File: src/common/bit_lock_pkg.sv
// Package with the register map, field layout, reset values, key codes and
// counts of the bit write protection lock.
// Assumes a 100 MHz pclk and an APB slave with 32-bit data, one word a register.
//
// Functional notes
// Block protected bit writes unless access opened.
// Mode 11: key 10011 opens protected access.
// Mode 11: key 10101 closes protected access.
// Open/close key writes leave mode unchanged.
// Mode updates only with key 11000.
// Open window closes itself after 32 cycles.
// Reopening restarts the full 32-cycle window.
// Protected: dividers, watchdog, power-down, slow-down enables.
// Key register resets to 07h, locked.
// Locked write keeps protected bits, updates others.
// Lock state flag reads 1 only while locked.

package bit_lock_pkg;

  // ****************************************************************
  // Register indices and byte addresses
  // ****************************************************************
  localparam int unsigned ADDR_WIDTH = 12;
  localparam logic [7:0] IDX_POWER_MODE_CONTROL_0 = 8'hB4;
  localparam logic [7:0] IDX_CLOCK_MULTIPLIER_CONTROL = 8'hB7;
  localparam logic [7:0] IDX_WATCHDOG_CONTROL = 8'hB9;
  localparam logic [7:0] IDX_CLOCK_CONTROL = 8'hBA;
  localparam logic [7:0] IDX_BIT_LOCK_KEY = 8'hBB;
  localparam logic [11:0] ADDR_POWER_MODE_CONTROL_0 = {2'h0, IDX_POWER_MODE_CONTROL_0, 2'h0};
  localparam logic [11:0] ADDR_CLOCK_MULTIPLIER_CONTROL =
    {2'h0, IDX_CLOCK_MULTIPLIER_CONTROL, 2'h0};
  localparam logic [11:0] ADDR_WATCHDOG_CONTROL = {2'h0, IDX_WATCHDOG_CONTROL, 2'h0};
  localparam logic [11:0] ADDR_CLOCK_CONTROL = {2'h0, IDX_CLOCK_CONTROL, 2'h0};
  localparam logic [11:0] ADDR_BIT_LOCK_KEY = {2'h0, IDX_BIT_LOCK_KEY, 2'h0};

  // ****************************************************************
  // Reset values
  // ****************************************************************
  localparam logic [7:0] RST_POWER_MODE_CONTROL_0 = 8'h00;
  localparam logic [7:0] RST_CLOCK_MULTIPLIER_CONTROL = 8'h90;
  localparam logic [7:0] RST_WATCHDOG_CONTROL = 8'h00;
  localparam logic [7:0] RST_CLOCK_CONTROL = 8'h10;
  localparam logic [4:0] RST_KEY_FIELD = 5'h00;
  localparam logic RST_LOCK_STATE = 1'b1;
  localparam logic [1:0] RST_LOCK_MODE = 2'h3;

  // ****************************************************************
  // Field positions
  // ****************************************************************
  localparam int unsigned POS_WDT_RESET_FLAG = 6;
  localparam int unsigned POS_WAKEUP_FLAG = 5;
  localparam int unsigned POS_WAKEUP_SELECT = 4;
  localparam int unsigned POS_SLOWDOWN = 3;
  localparam int unsigned POS_POWERDOWN = 2;
  localparam int unsigned POS_WAKEUP_SOURCE_LO = 0;
  localparam int unsigned POS_FEEDBACK_DIV_LO = 4;
  localparam int unsigned POS_VCO_BYPASS = 3;
  localparam int unsigned POS_OSC_DISCONNECT = 2;
  localparam int unsigned POS_RESTART_LOCK = 1;
  localparam int unsigned POS_PLL_LOCKED = 0;
  localparam int unsigned POS_WATCHDOG_ENABLE = 0;
  localparam int unsigned POS_VCO_SELECT = 7;
  localparam int unsigned POS_OUTPUT_DIV = 6;
  localparam int unsigned POS_FAST_CLOCK_CFG = 4;
  localparam int unsigned POS_CLOCK_RELOAD_LO = 0;
  localparam int unsigned POS_KEY_LO = 3;
  localparam int unsigned POS_LOCK_STATE = 2;
  localparam int unsigned POS_LOCK_MODE_LO = 0;

  // ****************************************************************
  // Key codes, modes and counts
  // ****************************************************************
  localparam logic [4:0] KEY_OPEN = 5'h13;
  localparam logic [4:0] KEY_CLOSE = 5'h15;
  localparam logic [4:0] KEY_SET_MODE = 5'h18;
  localparam logic [1:0] MODE_PROTECTED = 2'h3;
  localparam int unsigned WINDOW_CYCLES = 32;

endpackage

File: src/verilog/access_window.sv
// Self-closing write access window for the protected bits.
// Assumes one-cycle open and close strobes from logic on the same clock.
`timescale 1ns/1ps
`default_nettype none

module access_window #(
  parameter int unsigned CYCLES = bit_lock_pkg::WINDOW_CYCLES
) (
  input wire logic pclk,
  input wire logic presetn,
  input wire logic ce,
  input wire logic open_pulse,
  input wire logic close_pulse,
  output logic open_q,
  output logic [6:0] remaining_q
);

  // A window must last at least one cycle and fit the counter.
  generate
    if (CYCLES < 1 || CYCLES > 127) begin : g_bad_cycles
      $error("access_window: CYCLES must lie in 1..127");
    end
  endgenerate

  localparam logic [6:0] LOAD = 7'(CYCLES);

  // Opening loads the full count, even while already open; the close key
  // loses only to the open key, though both keys cannot arrive in one write.
  always_ff @(posedge pclk or negedge presetn) begin
    if (!presetn) begin
      open_q <= 1'b0;
      remaining_q <= 7'h00;
    end else if (ce) begin
      if (open_pulse) begin
        open_q <= 1'b1;
        remaining_q <= LOAD;
      end else if (close_pulse) begin
        open_q <= 1'b0;
        remaining_q <= 7'h00;
      end else if (open_q) begin
        if (remaining_q == 7'h01) begin
          open_q <= 1'b0;
        end
        remaining_q <= remaining_q - 7'h01;
      end
    end
  end

endmodule

`default_nettype wire

File: src/verilog/bit_lock.sv
// Bit write protection lock with the system control registers it guards.
// Assumes an APB master on pclk and same-clock event strobes; the PLL lock
// level comes from another clock domain and is synchronised here.
`timescale 1ns/1ps
`default_nettype none

module bit_lock #(
  parameter int unsigned WINDOW_CYCLES = bit_lock_pkg::WINDOW_CYCLES
) (
  input wire logic pclk,
  input wire logic presetn,
  input wire logic ce,
  input wire logic psel,
  input wire logic penable,
  input wire logic pwrite,
  input wire logic [11:0] paddr,
  input wire logic [31:0] pwdata,
  input wire logic [3:0] pstrb,
  output logic [31:0] prdata,
  output logic pready,
  output logic pslverr,
  input wire logic pll_locked_async,
  input wire logic watchdog_reset_event,
  input wire logic wakeup_event,
  input wire logic powerdown_exit,
  output logic [3:0] feedback_divider,
  output logic output_divider,
  output logic watchdog_enable_bit,
  output logic powerdown_enable,
  output logic slowdown_enable,
  output logic [1:0] wakeup_source,
  output logic wakeup_select,
  output logic vco_bypass,
  output logic osc_disconnect,
  output logic restart_lock_pulse,
  output logic vco_select,
  output logic fast_clock_cfg,
  output logic [3:0] clock_reload,
  output logic lock_state
);

  // ****************************************************************
  // Parameter check
  // ****************************************************************
  generate
    if (WINDOW_CYCLES < 1 || WINDOW_CYCLES > 127) begin : g_bad_window
      $error("bit_lock: WINDOW_CYCLES must lie in 1..127");
    end
  endgenerate

  // ****************************************************************
  // Bus decode
  // ****************************************************************
  logic wr_access;
  logic rd_setup;
  logic hit_pmc;
  logic hit_pll;
  logic hit_wdt;
  logic hit_clk;
  logic hit_key;
  logic mapped;
  logic byte_wr;
  logic [7:0] wbyte;

  // Address match for each register; anything else is unmapped.
  assign hit_pmc = (paddr == bit_lock_pkg::ADDR_POWER_MODE_CONTROL_0);
  assign hit_pll = (paddr == bit_lock_pkg::ADDR_CLOCK_MULTIPLIER_CONTROL);
  assign hit_wdt = (paddr == bit_lock_pkg::ADDR_WATCHDOG_CONTROL);
  assign hit_clk = (paddr == bit_lock_pkg::ADDR_CLOCK_CONTROL);
  assign hit_key = (paddr == bit_lock_pkg::ADDR_BIT_LOCK_KEY);
  assign mapped = hit_pmc | hit_pll | hit_wdt | hit_clk | hit_key;

  // The slave never waits; unmapped accesses end with an error.
  assign pready = 1'b1;
  assign pslverr = psel & penable & ~mapped;

  // Writes land at the access edge, and only through the low byte lane.
  assign wr_access = psel & penable & pwrite & mapped & ce;
  assign byte_wr = wr_access & pstrb[0];
  assign wbyte = pwdata[7:0];
  assign rd_setup = psel & ~penable & ~pwrite;

  // ****************************************************************
  // Key register and lock state
  // ****************************************************************
  logic [1:0] lock_mode_q;
  logic [4:0] key_in;
  logic key_wr;
  logic open_pulse;
  logic close_pulse;
  logic window_open;
  logic protect_on;
  logic writes_allowed;

  assign key_wr = byte_wr & hit_key;
  assign key_in = wbyte[bit_lock_pkg::POS_KEY_LO +: 5];

  // Keys only steer the window while the scheme is in protected mode.
  assign protect_on = (lock_mode_q == bit_lock_pkg::MODE_PROTECTED);
  assign open_pulse = key_wr & protect_on & (key_in == bit_lock_pkg::KEY_OPEN);
  assign close_pulse = key_wr & protect_on & (key_in == bit_lock_pkg::KEY_CLOSE);

  // The mode field changes only with the mode key, so open and close
  // writes never disturb it whatever their low bits hold.
  always_ff @(posedge pclk or negedge presetn) begin
    if (!presetn) begin
      lock_mode_q <= bit_lock_pkg::RST_LOCK_MODE;
    end else if (key_wr && (key_in == bit_lock_pkg::KEY_SET_MODE)) begin
      lock_mode_q <= wbyte[bit_lock_pkg::POS_LOCK_MODE_LO +: 2];
    end
  end

  // Timed window that opens with the open key and closes on its own.
  access_window #(
    .CYCLES(WINDOW_CYCLES)
  ) u_window (
    .pclk(pclk),
    .presetn(presetn),
    .ce(ce),
    .open_pulse(open_pulse),
    .close_pulse(close_pulse),
    .open_q(window_open),
    .remaining_q()
  );

  // Software writes reach protected bits only with protection off or the window open.
  assign writes_allowed = ~protect_on | window_open;
  assign lock_state = protect_on & ~window_open;

  // ****************************************************************
  // Power mode control register
  // ****************************************************************
  logic pmc_wr;
  logic wdt_flag_q;
  logic wake_flag_q;

  assign pmc_wr = byte_wr & hit_pmc;

  // Unprotected fields of this register update on any write.
  always_ff @(posedge pclk or negedge presetn) begin
    if (!presetn) begin
      wakeup_source <= bit_lock_pkg::RST_POWER_MODE_CONTROL_0[1:0];
      wakeup_select <= bit_lock_pkg::RST_POWER_MODE_CONTROL_0[bit_lock_pkg::POS_WAKEUP_SELECT];
    end else if (pmc_wr) begin
      wakeup_source <= wbyte[bit_lock_pkg::POS_WAKEUP_SOURCE_LO +: 2];
      wakeup_select <= wbyte[bit_lock_pkg::POS_WAKEUP_SELECT];
    end
  end

  // Slow-down enable is a guarded software bit.
  always_ff @(posedge pclk or negedge presetn) begin
    if (!presetn) begin
      slowdown_enable <= bit_lock_pkg::RST_POWER_MODE_CONTROL_0[bit_lock_pkg::POS_SLOWDOWN];
    end else if (pmc_wr && writes_allowed) begin
      slowdown_enable <= wbyte[bit_lock_pkg::POS_SLOWDOWN];
    end
  end

  // Power-down enable is guarded; leaving power-down clears it in hardware,
  // and that clear is not subject to the lock.
  always_ff @(posedge pclk or negedge presetn) begin
    if (!presetn) begin
      powerdown_enable <= bit_lock_pkg::RST_POWER_MODE_CONTROL_0[bit_lock_pkg::POS_POWERDOWN];
    end else if (ce && powerdown_exit) begin
      powerdown_enable <= 1'b0;
    end else if (pmc_wr && writes_allowed) begin
      powerdown_enable <= wbyte[bit_lock_pkg::POS_POWERDOWN];
    end
  end

  // Sticky event flags: software may write them, but an event in the same
  // cycle as a clearing write still sets the flag.
  always_ff @(posedge pclk or negedge presetn) begin
    if (!presetn) begin
      wdt_flag_q <= bit_lock_pkg::RST_POWER_MODE_CONTROL_0[bit_lock_pkg::POS_WDT_RESET_FLAG];
      wake_flag_q <= bit_lock_pkg::RST_POWER_MODE_CONTROL_0[bit_lock_pkg::POS_WAKEUP_FLAG];
    end else if (ce) begin
      if (watchdog_reset_event) begin
        wdt_flag_q <= 1'b1;
      end else if (pmc_wr) begin
        wdt_flag_q <= wbyte[bit_lock_pkg::POS_WDT_RESET_FLAG];
      end
      if (wakeup_event) begin
        wake_flag_q <= 1'b1;
      end else if (pmc_wr) begin
        wake_flag_q <= wbyte[bit_lock_pkg::POS_WAKEUP_FLAG];
      end
    end
  end

  // ****************************************************************
  // Clock multiplier control register
  // ****************************************************************
  logic pll_wr;
  logic pll_locked;

  assign pll_wr = byte_wr & hit_pll;

  // Feedback divider is guarded.
  always_ff @(posedge pclk or negedge presetn) begin
    if (!presetn) begin
      feedback_divider <=
        bit_lock_pkg::RST_CLOCK_MULTIPLIER_CONTROL[bit_lock_pkg::POS_FEEDBACK_DIV_LO +: 4];
    end else if (pll_wr && writes_allowed) begin
      feedback_divider <= wbyte[bit_lock_pkg::POS_FEEDBACK_DIV_LO +: 4];
    end
  end

  // Bypass and disconnect update freely.
  always_ff @(posedge pclk or negedge presetn) begin
    if (!presetn) begin
      vco_bypass <= bit_lock_pkg::RST_CLOCK_MULTIPLIER_CONTROL[bit_lock_pkg::POS_VCO_BYPASS];
      osc_disconnect <=
        bit_lock_pkg::RST_CLOCK_MULTIPLIER_CONTROL[bit_lock_pkg::POS_OSC_DISCONNECT];
    end else if (pll_wr) begin
      vco_bypass <= wbyte[bit_lock_pkg::POS_VCO_BYPASS];
      osc_disconnect <= wbyte[bit_lock_pkg::POS_OSC_DISCONNECT];
    end
  end

  // Writing a one to the restart bit gives a one-cycle pulse; it reads 0.
  always_ff @(posedge pclk or negedge presetn) begin
    if (!presetn) begin
      restart_lock_pulse <= 1'b0;
    end else if (ce) begin
      restart_lock_pulse <= pll_wr & wbyte[bit_lock_pkg::POS_RESTART_LOCK];
    end
  end

  // The lock level comes from the clock multiplier's own domain.
  pin_sync #(
    .RESET_LEVEL(bit_lock_pkg::RST_CLOCK_MULTIPLIER_CONTROL[bit_lock_pkg::POS_PLL_LOCKED])
  ) u_lock_sync (
    .pclk(pclk),
    .presetn(presetn),
    .ce(ce),
    .async_in(pll_locked_async),
    .sync_out(pll_locked)
  );

  // ****************************************************************
  // Watchdog control register
  // ****************************************************************
  // Watchdog enable is guarded.
  always_ff @(posedge pclk or negedge presetn) begin
    if (!presetn) begin
      watchdog_enable_bit <= bit_lock_pkg::RST_WATCHDOG_CONTROL[bit_lock_pkg::POS_WATCHDOG_ENABLE];
    end else if (byte_wr && hit_wdt && writes_allowed) begin
      watchdog_enable_bit <= wbyte[bit_lock_pkg::POS_WATCHDOG_ENABLE];
    end
  end

  // ****************************************************************
  // Clock control register
  // ****************************************************************
  logic clk_wr;

  assign clk_wr = byte_wr & hit_clk;

  // Output divider is guarded.
  always_ff @(posedge pclk or negedge presetn) begin
    if (!presetn) begin
      output_divider <= bit_lock_pkg::RST_CLOCK_CONTROL[bit_lock_pkg::POS_OUTPUT_DIV];
    end else if (clk_wr && writes_allowed) begin
      output_divider <= wbyte[bit_lock_pkg::POS_OUTPUT_DIV];
    end
  end

  // Remaining clock control fields update freely.
  always_ff @(posedge pclk or negedge presetn) begin
    if (!presetn) begin
      vco_select <= bit_lock_pkg::RST_CLOCK_CONTROL[bit_lock_pkg::POS_VCO_SELECT];
      fast_clock_cfg <= bit_lock_pkg::RST_CLOCK_CONTROL[bit_lock_pkg::POS_FAST_CLOCK_CFG];
      clock_reload <= bit_lock_pkg::RST_CLOCK_CONTROL[bit_lock_pkg::POS_CLOCK_RELOAD_LO +: 4];
    end else if (clk_wr) begin
      vco_select <= wbyte[bit_lock_pkg::POS_VCO_SELECT];
      fast_clock_cfg <= wbyte[bit_lock_pkg::POS_FAST_CLOCK_CFG];
      clock_reload <= wbyte[bit_lock_pkg::POS_CLOCK_RELOAD_LO +: 4];
    end
  end

  // ****************************************************************
  // Read data
  // ****************************************************************
  logic [7:0] rd_byte;

  // Read view of each register; the key field is write-only and reads 0.
  always_comb begin
    rd_byte = 8'h00;
    unique case (1'b1)
      hit_pmc: begin
        rd_byte = {1'b0, wdt_flag_q, wake_flag_q, wakeup_select, slowdown_enable,
                   powerdown_enable, wakeup_source};
      end
      hit_pll: begin
        rd_byte = {feedback_divider, vco_bypass, osc_disconnect, 1'b0, pll_locked};
      end
      hit_wdt: begin
        rd_byte = {7'h00, watchdog_enable_bit};
      end
      hit_clk: begin
        rd_byte = {vco_select, output_divider, 1'b0, fast_clock_cfg, clock_reload};
      end
      hit_key: begin
        rd_byte = {5'h00, lock_state, lock_mode_q};
      end
      default: begin
        rd_byte = 8'h00;
      end
    endcase
  end

  // Read data is captured in the setup cycle and held for the access phase.
  always_ff @(posedge pclk or negedge presetn) begin
    if (!presetn) begin
      prdata <= 32'h00000000;
    end else if (ce && rd_setup) begin
      prdata <= {24'h000000, rd_byte};
    end
  end

endmodule

`default_nettype wire

File: src/verilog/pin_sync.sv
// Three-stage synchroniser for a level that arrives from outside pclk.
// Assumes a free-running pclk; the output follows once stages two and three agree.
`timescale 1ns/1ps
`default_nettype none

module pin_sync #(
  parameter logic RESET_LEVEL = 1'b0
) (
  input wire logic pclk,
  input wire logic presetn,
  input wire logic ce,
  input wire logic async_in,
  output logic sync_out
);

  logic stage1_q;
  logic stage2_q;
  logic stage3_q;

  // Shift chain; only the second stage reads the first.
  always_ff @(posedge pclk or negedge presetn) begin
    if (!presetn) begin
      stage1_q <= RESET_LEVEL;
      stage2_q <= RESET_LEVEL;
      stage3_q <= RESET_LEVEL;
    end else if (ce) begin
      stage1_q <= async_in;
      stage2_q <= stage1_q;
      stage3_q <= stage2_q;
    end
  end

  // Output takes a new level only when the last two stages agree.
  always_ff @(posedge pclk or negedge presetn) begin
    if (!presetn) begin
      sync_out <= RESET_LEVEL;
    end else if (ce && (stage2_q == stage3_q)) begin
      sync_out <= stage3_q;
    end
  end

endmodule

`default_nettype wire
File: config.mk
export PLATFORM = sky130hd
export DESIGN_NAME = bit_lock
export DESIGN_NICKNAME = d
export VERILOG_FILES = /design/src/common/bit_lock_pkg.sv /design/src/verilog/access_window.sv /design/src/verilog/bit_lock.sv /design/src/verilog/pin_sync.sv
export SDC_FILE = /design/constraint.sdc
export NUM_CORES = 1
export LEC_CHECK = 0
export BUFFER_PORTS_ARGS = -buffer_cell sky130_fd_sc_hd__buf_2
export CAP_MARGIN = 10
export CORE_MARGIN = 1.5
export CORE_UTILIZATION = 30
export CTS_CLUSTER_SIZE = 12
export DETAILED_ROUTE_END_ITERATION = 8
export PLACE_DENSITY_LB_ADDON = 0.08
export SLEW_MARGIN = 20
export SYNTH_ARGS = -nofsm -noshare
export SYNTH_HDL_FRONTEND = slang
export SYNTH_HIERARCHICAL = 1
export SYNTH_SLANG_ARGS = --single-unit
File: constraint.sdc
create_clock -name pclk -period 5.3 [get_ports pclk]
set_input_delay 0.795 -clock pclk [delete_from_list [all_inputs] [get_ports pclk]]
set_output_delay 0.795 -clock pclk [all_outputs]
set_load 0.01 [all_outputs]
Word level (Yosys, flattened, before mapping). Index checks and enable logic that the tools add are counted.

Add/sub/neg operators: 1. Equality and inequality tests: 11. Mux-type cells: 14. Bitwise logic cells: 27. Reductions and logical operators: 16.

Operators with widths (count): $eq 12x10->1 const B (5); $pmux 8 s5 (1); $mux 7 (3); $and 1x1->1 (17); $eq 5x5->1 const B (3); $mux 1 (10); $logic_and 1x1->1 (9); $eq 7x1->1 const B (1); $sub 7x1->7 const B (1); $reduce_and 2->1 (3); $reduce_bool 2->1 (3); $not 1->1 (5); $or 1x1->1 (5); $reduce_bool 3->1 (1); $eq 2x2->1 const B (1); $eq 1x1->1 (1).

Bits in registers: 44. Output and inout bits: 55.

Depth between registers and ports, before layout. Gate-level depths: netlist of run 1.

Word-level depth: 13. Depth in mapped cells: 9. Mapped depth without buffers: 8.

Cells and area by module. The synthesis of run 1 kept the hierarchy.

By module, submodules not included: bit_lock (instances 1, cells each 188, area an instance 1890.6 µm², sequential area each 807.0 µm²); access_window (instances 1, cells each 51, area an instance 496.7 µm², sequential area each 200.2 µm²); pin_sync (instances 1, cells each 10, area an instance 156.4 µm², sequential area each 100.1 µm²).

Least setup slack after synthesis of run 1. No wires, ideal clock.

Path kind: input to register. Start: in paddr[4]. End: reg u_window.remaining_q[3]. Library setup time: 0.135 ns. Data arrival time: 2.573 ns. Data required time: 5.165 ns. Slack: 2.592 ns. Stages: 8. Buffers on the path: 0. Cell sequence: nor4b_4 > nand2_2 > or4_4 > nor4b_2 > and3b_1 > o21ai_0 > o311ai_0 > o21ai_1.

Longest elaborated chain between the ends: 13.

RTL lines: start: declaration (RTL line bit_lock.sv:16) `input wire logic [11:0] paddr,`; $eq 12x10->1 (on tied branches) (RTL line bit_lock.sv:66, bit_lock.sv:67); $or 1x1->1 (4 in a row) (RTL line bit_lock.sv:71) `assign mapped = hit_pmc | hit_pll | hit_wdt | hit_clk | hit_key;`; $and 1x1->1 (2 in a row) (RTL line bit_lock.sv:78) `assign wr_access = psel & penable & pwrite & mapped & ce;`; $and 1x1->1 (RTL line bit_lock.sv:79) `assign byte_wr = wr_access & pstrb[0];`; $and 1x1->1 * (RTL line bit_lock.sv:95) `assign key_wr = byte_wr & hit_key;`; $and 1x1->1 * (2 in a row) (RTL line bit_lock.sv:100) `assign open_pulse = key_wr & protect_on & (key_in == bit_lock_pkg::KEY_OPEN);`; net open_pulse (RTL line bit_lock.sv:89) `logic open_pulse;`; $reduce_bool 3->1 (no source line); $reduce_and 2->1 (no source line); end signal: assignment (RTL line access_window.sv:44) `remaining_q <= remaining_q - 7'h01;`; end: declaration (RTL line access_window.sv:15) `output logic [6:0] remaining_q`.

The timed path passes the listed nets; every way through them passes the cells marked *. A chain may end at the register's enable or synchronous reset.

Worst setup path in the final report of run 1.
Start: in paddr[4]. End: reg u_window.remaining_q[3].

Longest elaborated chain between the ends: 13.

RTL lines: $eq 12x10->1 (on tied branches) (RTL line bit_lock.sv:66, bit_lock.sv:67); $or 1x1->1 (4 in a row) (RTL line bit_lock.sv:71); $and 1x1->1 (2 in a row) (RTL line bit_lock.sv:78); $and 1x1->1 (RTL line bit_lock.sv:79); $and 1x1->1 * (RTL line bit_lock.sv:95); $and 1x1->1 * (2 in a row) (RTL line bit_lock.sv:101) `assign close_pulse = key_wr & protect_on & (key_in == bit_lock_pkg::KEY_CLOSE);`; net close_pulse (RTL line bit_lock.sv:90) `logic close_pulse;`; $reduce_bool 3->1 (no source line) / $mux 7 (equally long branches); $reduce_and 2->1 (no source line) / $mux 7 (equally long branches).

Marks and branches as above.

==> summary.md, run 1 <==
| Metric | Value |
|---|---|
| RSZ-0062 raised after global routing | no |
| Port-buffer cells | 60 |
| Slowest cell on the critical path | or4_4 |
| CP delay by family, top | simple AND/OR/NAND/NOR gates |
| Hold crit path type | in2async |
| Crit path max fanout | 9 |
| Die H | 95.1 um |
| Critical-path cell list | buf_2, nor4b_4, nand2_2, or4_4, nor4b_2, and3b_1, o21ai_0, o311ai_0, o21ai_1 |
| TritonRoute pass-1 iters | 4 |
| Yosys warning count | 6 |
| IO Count | 113 |
| Setup_tns | 0 ps |
| Reg2reg start | lock_mode_q[1] |
| Core region area | 0.00822 mm2 |
| Synth Register Bits | 44 |
| Area Overhead vs Synth | 14.4% |
| Final setup viols | 0 |
| Postcts setup bufs | 0 |
| Worst path buffer plus inverter count | 1 |
| WL/cell | 15.9 um |
| Clock share of power | 28.4% |
| DR iter-0 viols | 72 |
| P_int | 0.513 mW |
| Switching pwr | 0.212 mW |
| Post-CTS Hold Fix Bufs | 0 |
| Reg2reg setup slack | 3410 ps |
| Worst Setup Path Type | in2reg |
| Slew Viols, Final | 0 |
| Routed vias/inst | 4.88 |
| Pwr per Cell Area | 249 mW/mm2 |
| GPL Wtd Cong | 0.779 |
| Starting Density | 31.0% |
| WL final | 6550 um |
| Fillcell total | 873 |
| Area contributors post-synth | dfrtp_1 (38%), mux2_2 (9.3%), buf_4 (7.4%) |
| Share of post-route cells with drive strength above 1 | 32.9% |
| Clk_lat worst skew | 300 ps |
| CTS tree | yes |
| Seq/Total Area, Yosys | 43.5% |
| Fmax | 344 MHz |
| Fin util | 35.4% |
| Cell accounting for the most synthesized area | dfrtp_1 |
| Initial antenna violation count | 0 |
| Arr. time, crit path | 3100 ps |
| CTS H-tree lvls | 2 |
| Clock slew at reported path FFs | 90 ps |
| Clk_skew | 13.1 ps |
| HPWL after DPL | 4920 um |
| Top post-synthesis cells by count | dfrtp_1 (39), buf_4 (25), nand2_1 (24) |
| Clk Tree Root Cell | clkbuf_8 |
| Post-synth ARST share | 100% |
| Cells on worst reg2reg path | 6 |
| Worst vdd ir | 0.105 mV |
| Die X-Extent | 95.1 um |
| Fin. Hold Viols | 0 |
| Final worst setup slack | 2390 ps |
| Total number of vias | 2,010 |
| Cell variety after synth | 57 |
| Slew HR | 54.4% |
| CP required | 5480 ps |
| Critical path launch point type | input pin |
| Synthesized instance count | 249 |
| # resized after CTS | 0 |
| Combinational Power Share | 17.3% |
| # DRC | 0 |
| Post-DRT Antenna Nets | 0 |
| Most used DFF post-synth | dfrtp_1 |
| Die area | 0.00904 mm2 |
| Mapped Area | 0.00254 mm2 |
| Worst r2r dst | u_window/remaining_q[3] |
| Ant. Diodes | 0 |
| Switching share of power | 29.3% |
| Flop pwr share | 54.3% |
| Leakage | 1.41 nW |
| Worst Tran Pin Value | 679 ps |
| Count leader, synth | dfrtp_1 |
| Worst path max stage delay | 530 ps |
| Sink Count | 44 |
| Outcome | finished clean |
| First-pass GRT wire length | 10,600 um |
| Final period utilization | 54.9% |
| Row count | 33 |
| Setup WS pre-CTS | 2070 ps |
| Pin count of the biggest net entering global routing | 45 |
| Clk buf depth | 2 |
| Vias in the first global route | 1,962 |
| Worst hold slack | 492 ps |
| CTS buffer count | 5 |
| Tot GR Track Use | 15.6% |
| Max_cap viols | 0 |
| Fin nets | 366 |
| Total power | 0.725 mW |
| Share of the synthesized area in the top cell type | 38.4% |
| EDFF count, synth | 0 |
| GRT overflow | 0 |
| Post-route minimum period | 2910 ps |
| Endpoint class of the critical path | flip-flop |
| Mean Syn Cell Area | 10.2 um2 |
==> logic make-up after synthesis <==
family,Yosys count,share of synthesized area [%]
muxes,27,11.8
DFF,44,43.5
and+or+nand+nor,90,20.9
adders and majority gates,2,0.984
buffers and inverters,40,10.3
other,2,0.295
AOI/OAI and AO/OA,44,12.3
==> sequential cells by signal, indices dropped and copies added, names as in the netlist, 2 cells and up <==
name	count
u_window/remaining_q	7
prdata	8
lock_mode_q	2
clock_reload	4
wakeup_source	2
feedback_divider	4
==> worst reg2reg max path, delay by kind of cell (launching register included) <==
| kind | cells | cell delay (ps) |
|---|---|---|
| AOI/OAI and AO/OA | 3 | 460 |
| and+or+nand+nor | 3 | 770 |
| DFF | 1 | 550 |
==> layout make-up <==
| type | instances | area, um2 | share of cell area (%) |
|---|---|---|---|
| clock buffer | 7 | 76.3 | 2.62 |
| multi-input combinational | 188 | 1260 | 43.3 |
| sequential | 44 | 1110 | 38.0 |
| tap | 105 | 131 | 4.51 |
| clock inverter | 1 | 5.00 | 0.172 |
| timing repair buffer | 60 | 303 | 10.4 |
| inverter | 7 | 26.3 | 0.903 |
==> layer usage <==
metal  part of all wire, %  GRT usage [%]  vias to the layer above
li1                      -              -                      971
met2                    46           25.4                       64
met3                   4.6           3.59                       10
met1                    47           20.6                      965
met4                   1.9           4.60                        0
met5                     0              0                        -
==> how the worst max path moves through the flow <==
stage                        start                       to  slack, ps  cells after the start
after floorplan           paddr[4]  u_window/remaining_q[3]       2590                      8
after global placement    paddr[4]  u_window/remaining_q[3]       2090                      9
after detailed placement  paddr[4]  u_window/remaining_q[3]       2070                      9
after CTS                 paddr[4]                  pslverr       2390                      6
after global routing            ce  u_window/remaining_q[3]       2220                      8
final                     paddr[4]  u_window/remaining_q[3]       2390                      9
==> power by group through the flow <==
stage               combinational, mW  clock, mW  sequential, mW
floorplan                      0.0996          0           0.392
detailed placement              0.126          0           0.400
global route                    0.147      0.233           0.400
finish                          0.125      0.206           0.394
CTS                             0.127      0.219           0.394
global placement                0.126          0           0.400
==> through the flow <==
step / instances / area, um2
floorplan: 272 / 2630
global placement: 404 / 2830
detailed placement: 404 / 2830
CTS: 412 / 2910
global route: 412 / 2910
finish: 412 / 2910
==> cells in the final DEF (no fill, tap or decap), types with 3 or more instances in the layout <==
cell type,netlist,routed
a21oi_1,6,6
a221oi_1,4,4
a22o_1,6,6
and3_1,5,5
buf_2,2,59
clkbuf_8,0,5
conb_1,2,25
dfrtp_1,39,39
dfstp_2,5,5
inv_1,7,7
mux2_2,21,21
mux2i_1,4,4
nand2_1,24,24
nand3_1,6,6
nor2_1,13,13
nor2b_1,4,4
nor3_1,8,8
o21ai_0,9,9
o31ai_1,4,4
or3_1,3,3
Note: power is estimated with default switching activity, not from simulation.
==> inputs of run 2 (changes only) <==
==> constraint.sdc (replaced) <==
create_clock -name pclk -period 2.4 [get_ports pclk]
set_input_delay 0.36 -clock pclk [delete_from_list [all_inputs] [get_ports pclk]]
set_output_delay 0.36 -clock pclk [all_outputs]
set_load 0.01 [all_outputs]
==> run 2 against run 1 <==
Global-route usage is 0.53 points higher. Routed wire length is 4.6% higher. Critical path depth stayed put. Count of clock-buffer cells in the layout is 1 lower. Register-to-register slack worse by 2900 ps. Sequential power is 120% higher. Clock skew is 3.3 ps lower. Utilization is 2.8 points higher. Hold slack worse by 440 ps. Die area stayed put. Critical path type unchanged.
==> summary.md, run 2 (same netlist as run 1, synthesis figures left out) <==
| Metric | Value |
|---|---|
| Outcome | finished clean |
| Most common cell after layout, fill and taps aside | buf_2 |
| Total number of vias | 2,126 |
| Tot GR Track Use | 16.2% |
| GRT overflow | 0 |
| Port-buffer cells | 60 |
| Highest metal used | met4 |
| Clk_skew | 9.81 ps |
| Pwr per Cell Area | 516 mW/mm2 |
| Postcts setup bufs | 0 |
| Die X-Extent | 95.1 um |
| # DRC | 0 |
| Largest reg by FF count | prdata |
| Die H | 95.1 um |
| Register area | 0.00111 mm2 |
| WL final | 6860 um |
| GPL Wtd Cong | 0.802 |
| Clk_lat worst skew | 300 ps |
| Post-DRT Antenna Nets | 0 |
| M1 wire length | 3260 um |
| RSZ-0062 raised after global routing | no |
| DR iter-0 viols | 88 |
| Die area | 0.00904 mm2 |
| TritonRoute pass-1 iters | 4 |
| WL/cell | 15.5 um |
| Sink Count | 44 |
| Worst hold slack | 55.7 ps |
| Worst Tran Pin Value | 584 ps |
| Final setup viols | 0 |
| Worst Setup Path Type | in2reg |
| Worst vdd ir | 0.239 mV |
| Slowest cell on the critical path | or4_4 |
| Fin nets | 396 |
| Clock slew at reported path FFs | 90 ps |
| Ant. Diodes | 0 |
| Slew HR | 61.1% |
| HPWL after DPL | 5370 um |
| Met2 wire len | 3270 um |
| Max_cap viols | 0 |
| Final Cell Area | 0.00314 mm2 |
| Starting Density | 31.0% |
| CP required | 2580 ps |
| Critical-path cell list | buf_2, nor4b_4, nand2_2, or4_4, nor4b_2, and3b_1, o21ai_0, o311ai_1, o41ai_1 |
| Total power | 1.62 mW |
| Share of post-route cells with drive strength above 1 | 39.0% |
| Crit path max fanout | 8 |
| Hold crit path type | in2async |
| Routed vias/inst | 4.82 |
| Fmax | 440 MHz |
| Multi-input logic area | 0.00126 mm2 |
| Worst path max stage delay | 520 ps |
| CTS H-tree lvls | 2 |
| First-pass GRT wire length | 10,900 um |
| Largest regs | prdata (8), u_window/remaining_q (7) |
| Met3 WL | 262 um |
| Largest register FFs | 8 |
| Post-route minimum period | 2270 ps |
| Clk buf depth | 2 |
| Most frequent cells in the layout | buf_2 (60), dfrtp_1 (39), buf_4 (29) |
| Row count | 33 |
| Initial antenna violation count | 0 |
| IO Count | 113 |
| Endpoint class of the critical path | flip-flop |
| Vias in the first global route | 2,032 |
| Clk Tree Root Cell | clkbuf_8 |
| Final period utilization | 94.6% |
| # resized after CTS | 0 |
| Worst path buffer plus inverter count | 1 |
| Post-CTS Hold Fix Bufs | 0 |
| CTS buffer count | 5 |
| Area Overhead vs Synth | 23.5% |
| Leakage | 1.56 nW |
| Critical path launch point type | input pin |
| Fillcell total | 865 |
| Arr. time, crit path | 2450 ps |
| CTS tree | yes |
| Pin count of the biggest net entering global routing | 24 |
| Core region area | 0.00822 mm2 |
| Cell Area, Placed | 0.00306 mm2 |
| Slew Viols, Final | 0 |
| Fin. Hold Viols | 0 |
| CP delay by family, top | simple AND/OR/NAND/NOR gates |
-- run 2: cell type report --
cell class | instances | area share [%]
Clock buffer | 6 | 2.31
Clock inverter | 1 | 0.159
Inverter | 7 | 0.836
Multi-Input combinational cell | 188 | 40.1
Sequential cell | 44 | 35.2
Tap cell | 105 | 4.18
Timing Repair Buffer | 90 | 17.1
-- run 2: power by group --
group / leakage, nW / internal [mW] / total, mW / switching, mW
Sequential: 0.554 / 0.808 / 0.870 / 0.0616
Combinational: 0.961 / 0.136 / 0.294 / 0.159
Clock: 0.0410 / 0.199 / 0.458 / 0.259
-- run 2: routing by layer --
| metal | track usage [%] | vias up |
|---|---|---|
| met5 | 0 | - |
| met4 | 3.61 | 0 |
| met3 | 3.11 | 6 |
| met2 | 25.8 | 63 |
| met1 | 22.5 | 1036 |
| li1 | - | 1021 |
-- run 2: worst reg2reg max path, cell delays in order (launching register included) --
cell and delay, ps:
dfstp_2 550, nand2_1 90, nor4b_2 300, and3b_1 390, o21ai_0 160, o311ai_1 100, o41ai_1 120
-- run 2: final timing paths --
check                                        start                 endpoint  slack (ps)  cells past startpoint
max reg2reg                         lock_mode_q[1]  u_window/remaining_q[6]         560                      6
min                                        presetn         wakeup_source[1]          60                      1
min reg2reg                u_window/remaining_q[6]  u_window/remaining_q[6]         500                      1
max                                       paddr[4]  u_window/remaining_q[6]         130                      9
min in group pclk                   powerdown_exit         powerdown_enable         230                      2
max in group asynchronous                  presetn           fast_clock_cfg        1740                      2
-- run 2: stage by stage --
stage               setup TNS (ps)  setup WS, ps  cells  util, %
floorplan                        0           127    272        -
detailed placement            -934          -213    434     37.3
finish                           0           129    441     38.2
global placement              -584          -151    434     37.3
CTS                              0           113    441     38.2
global route                     0          16.5    441     38.2
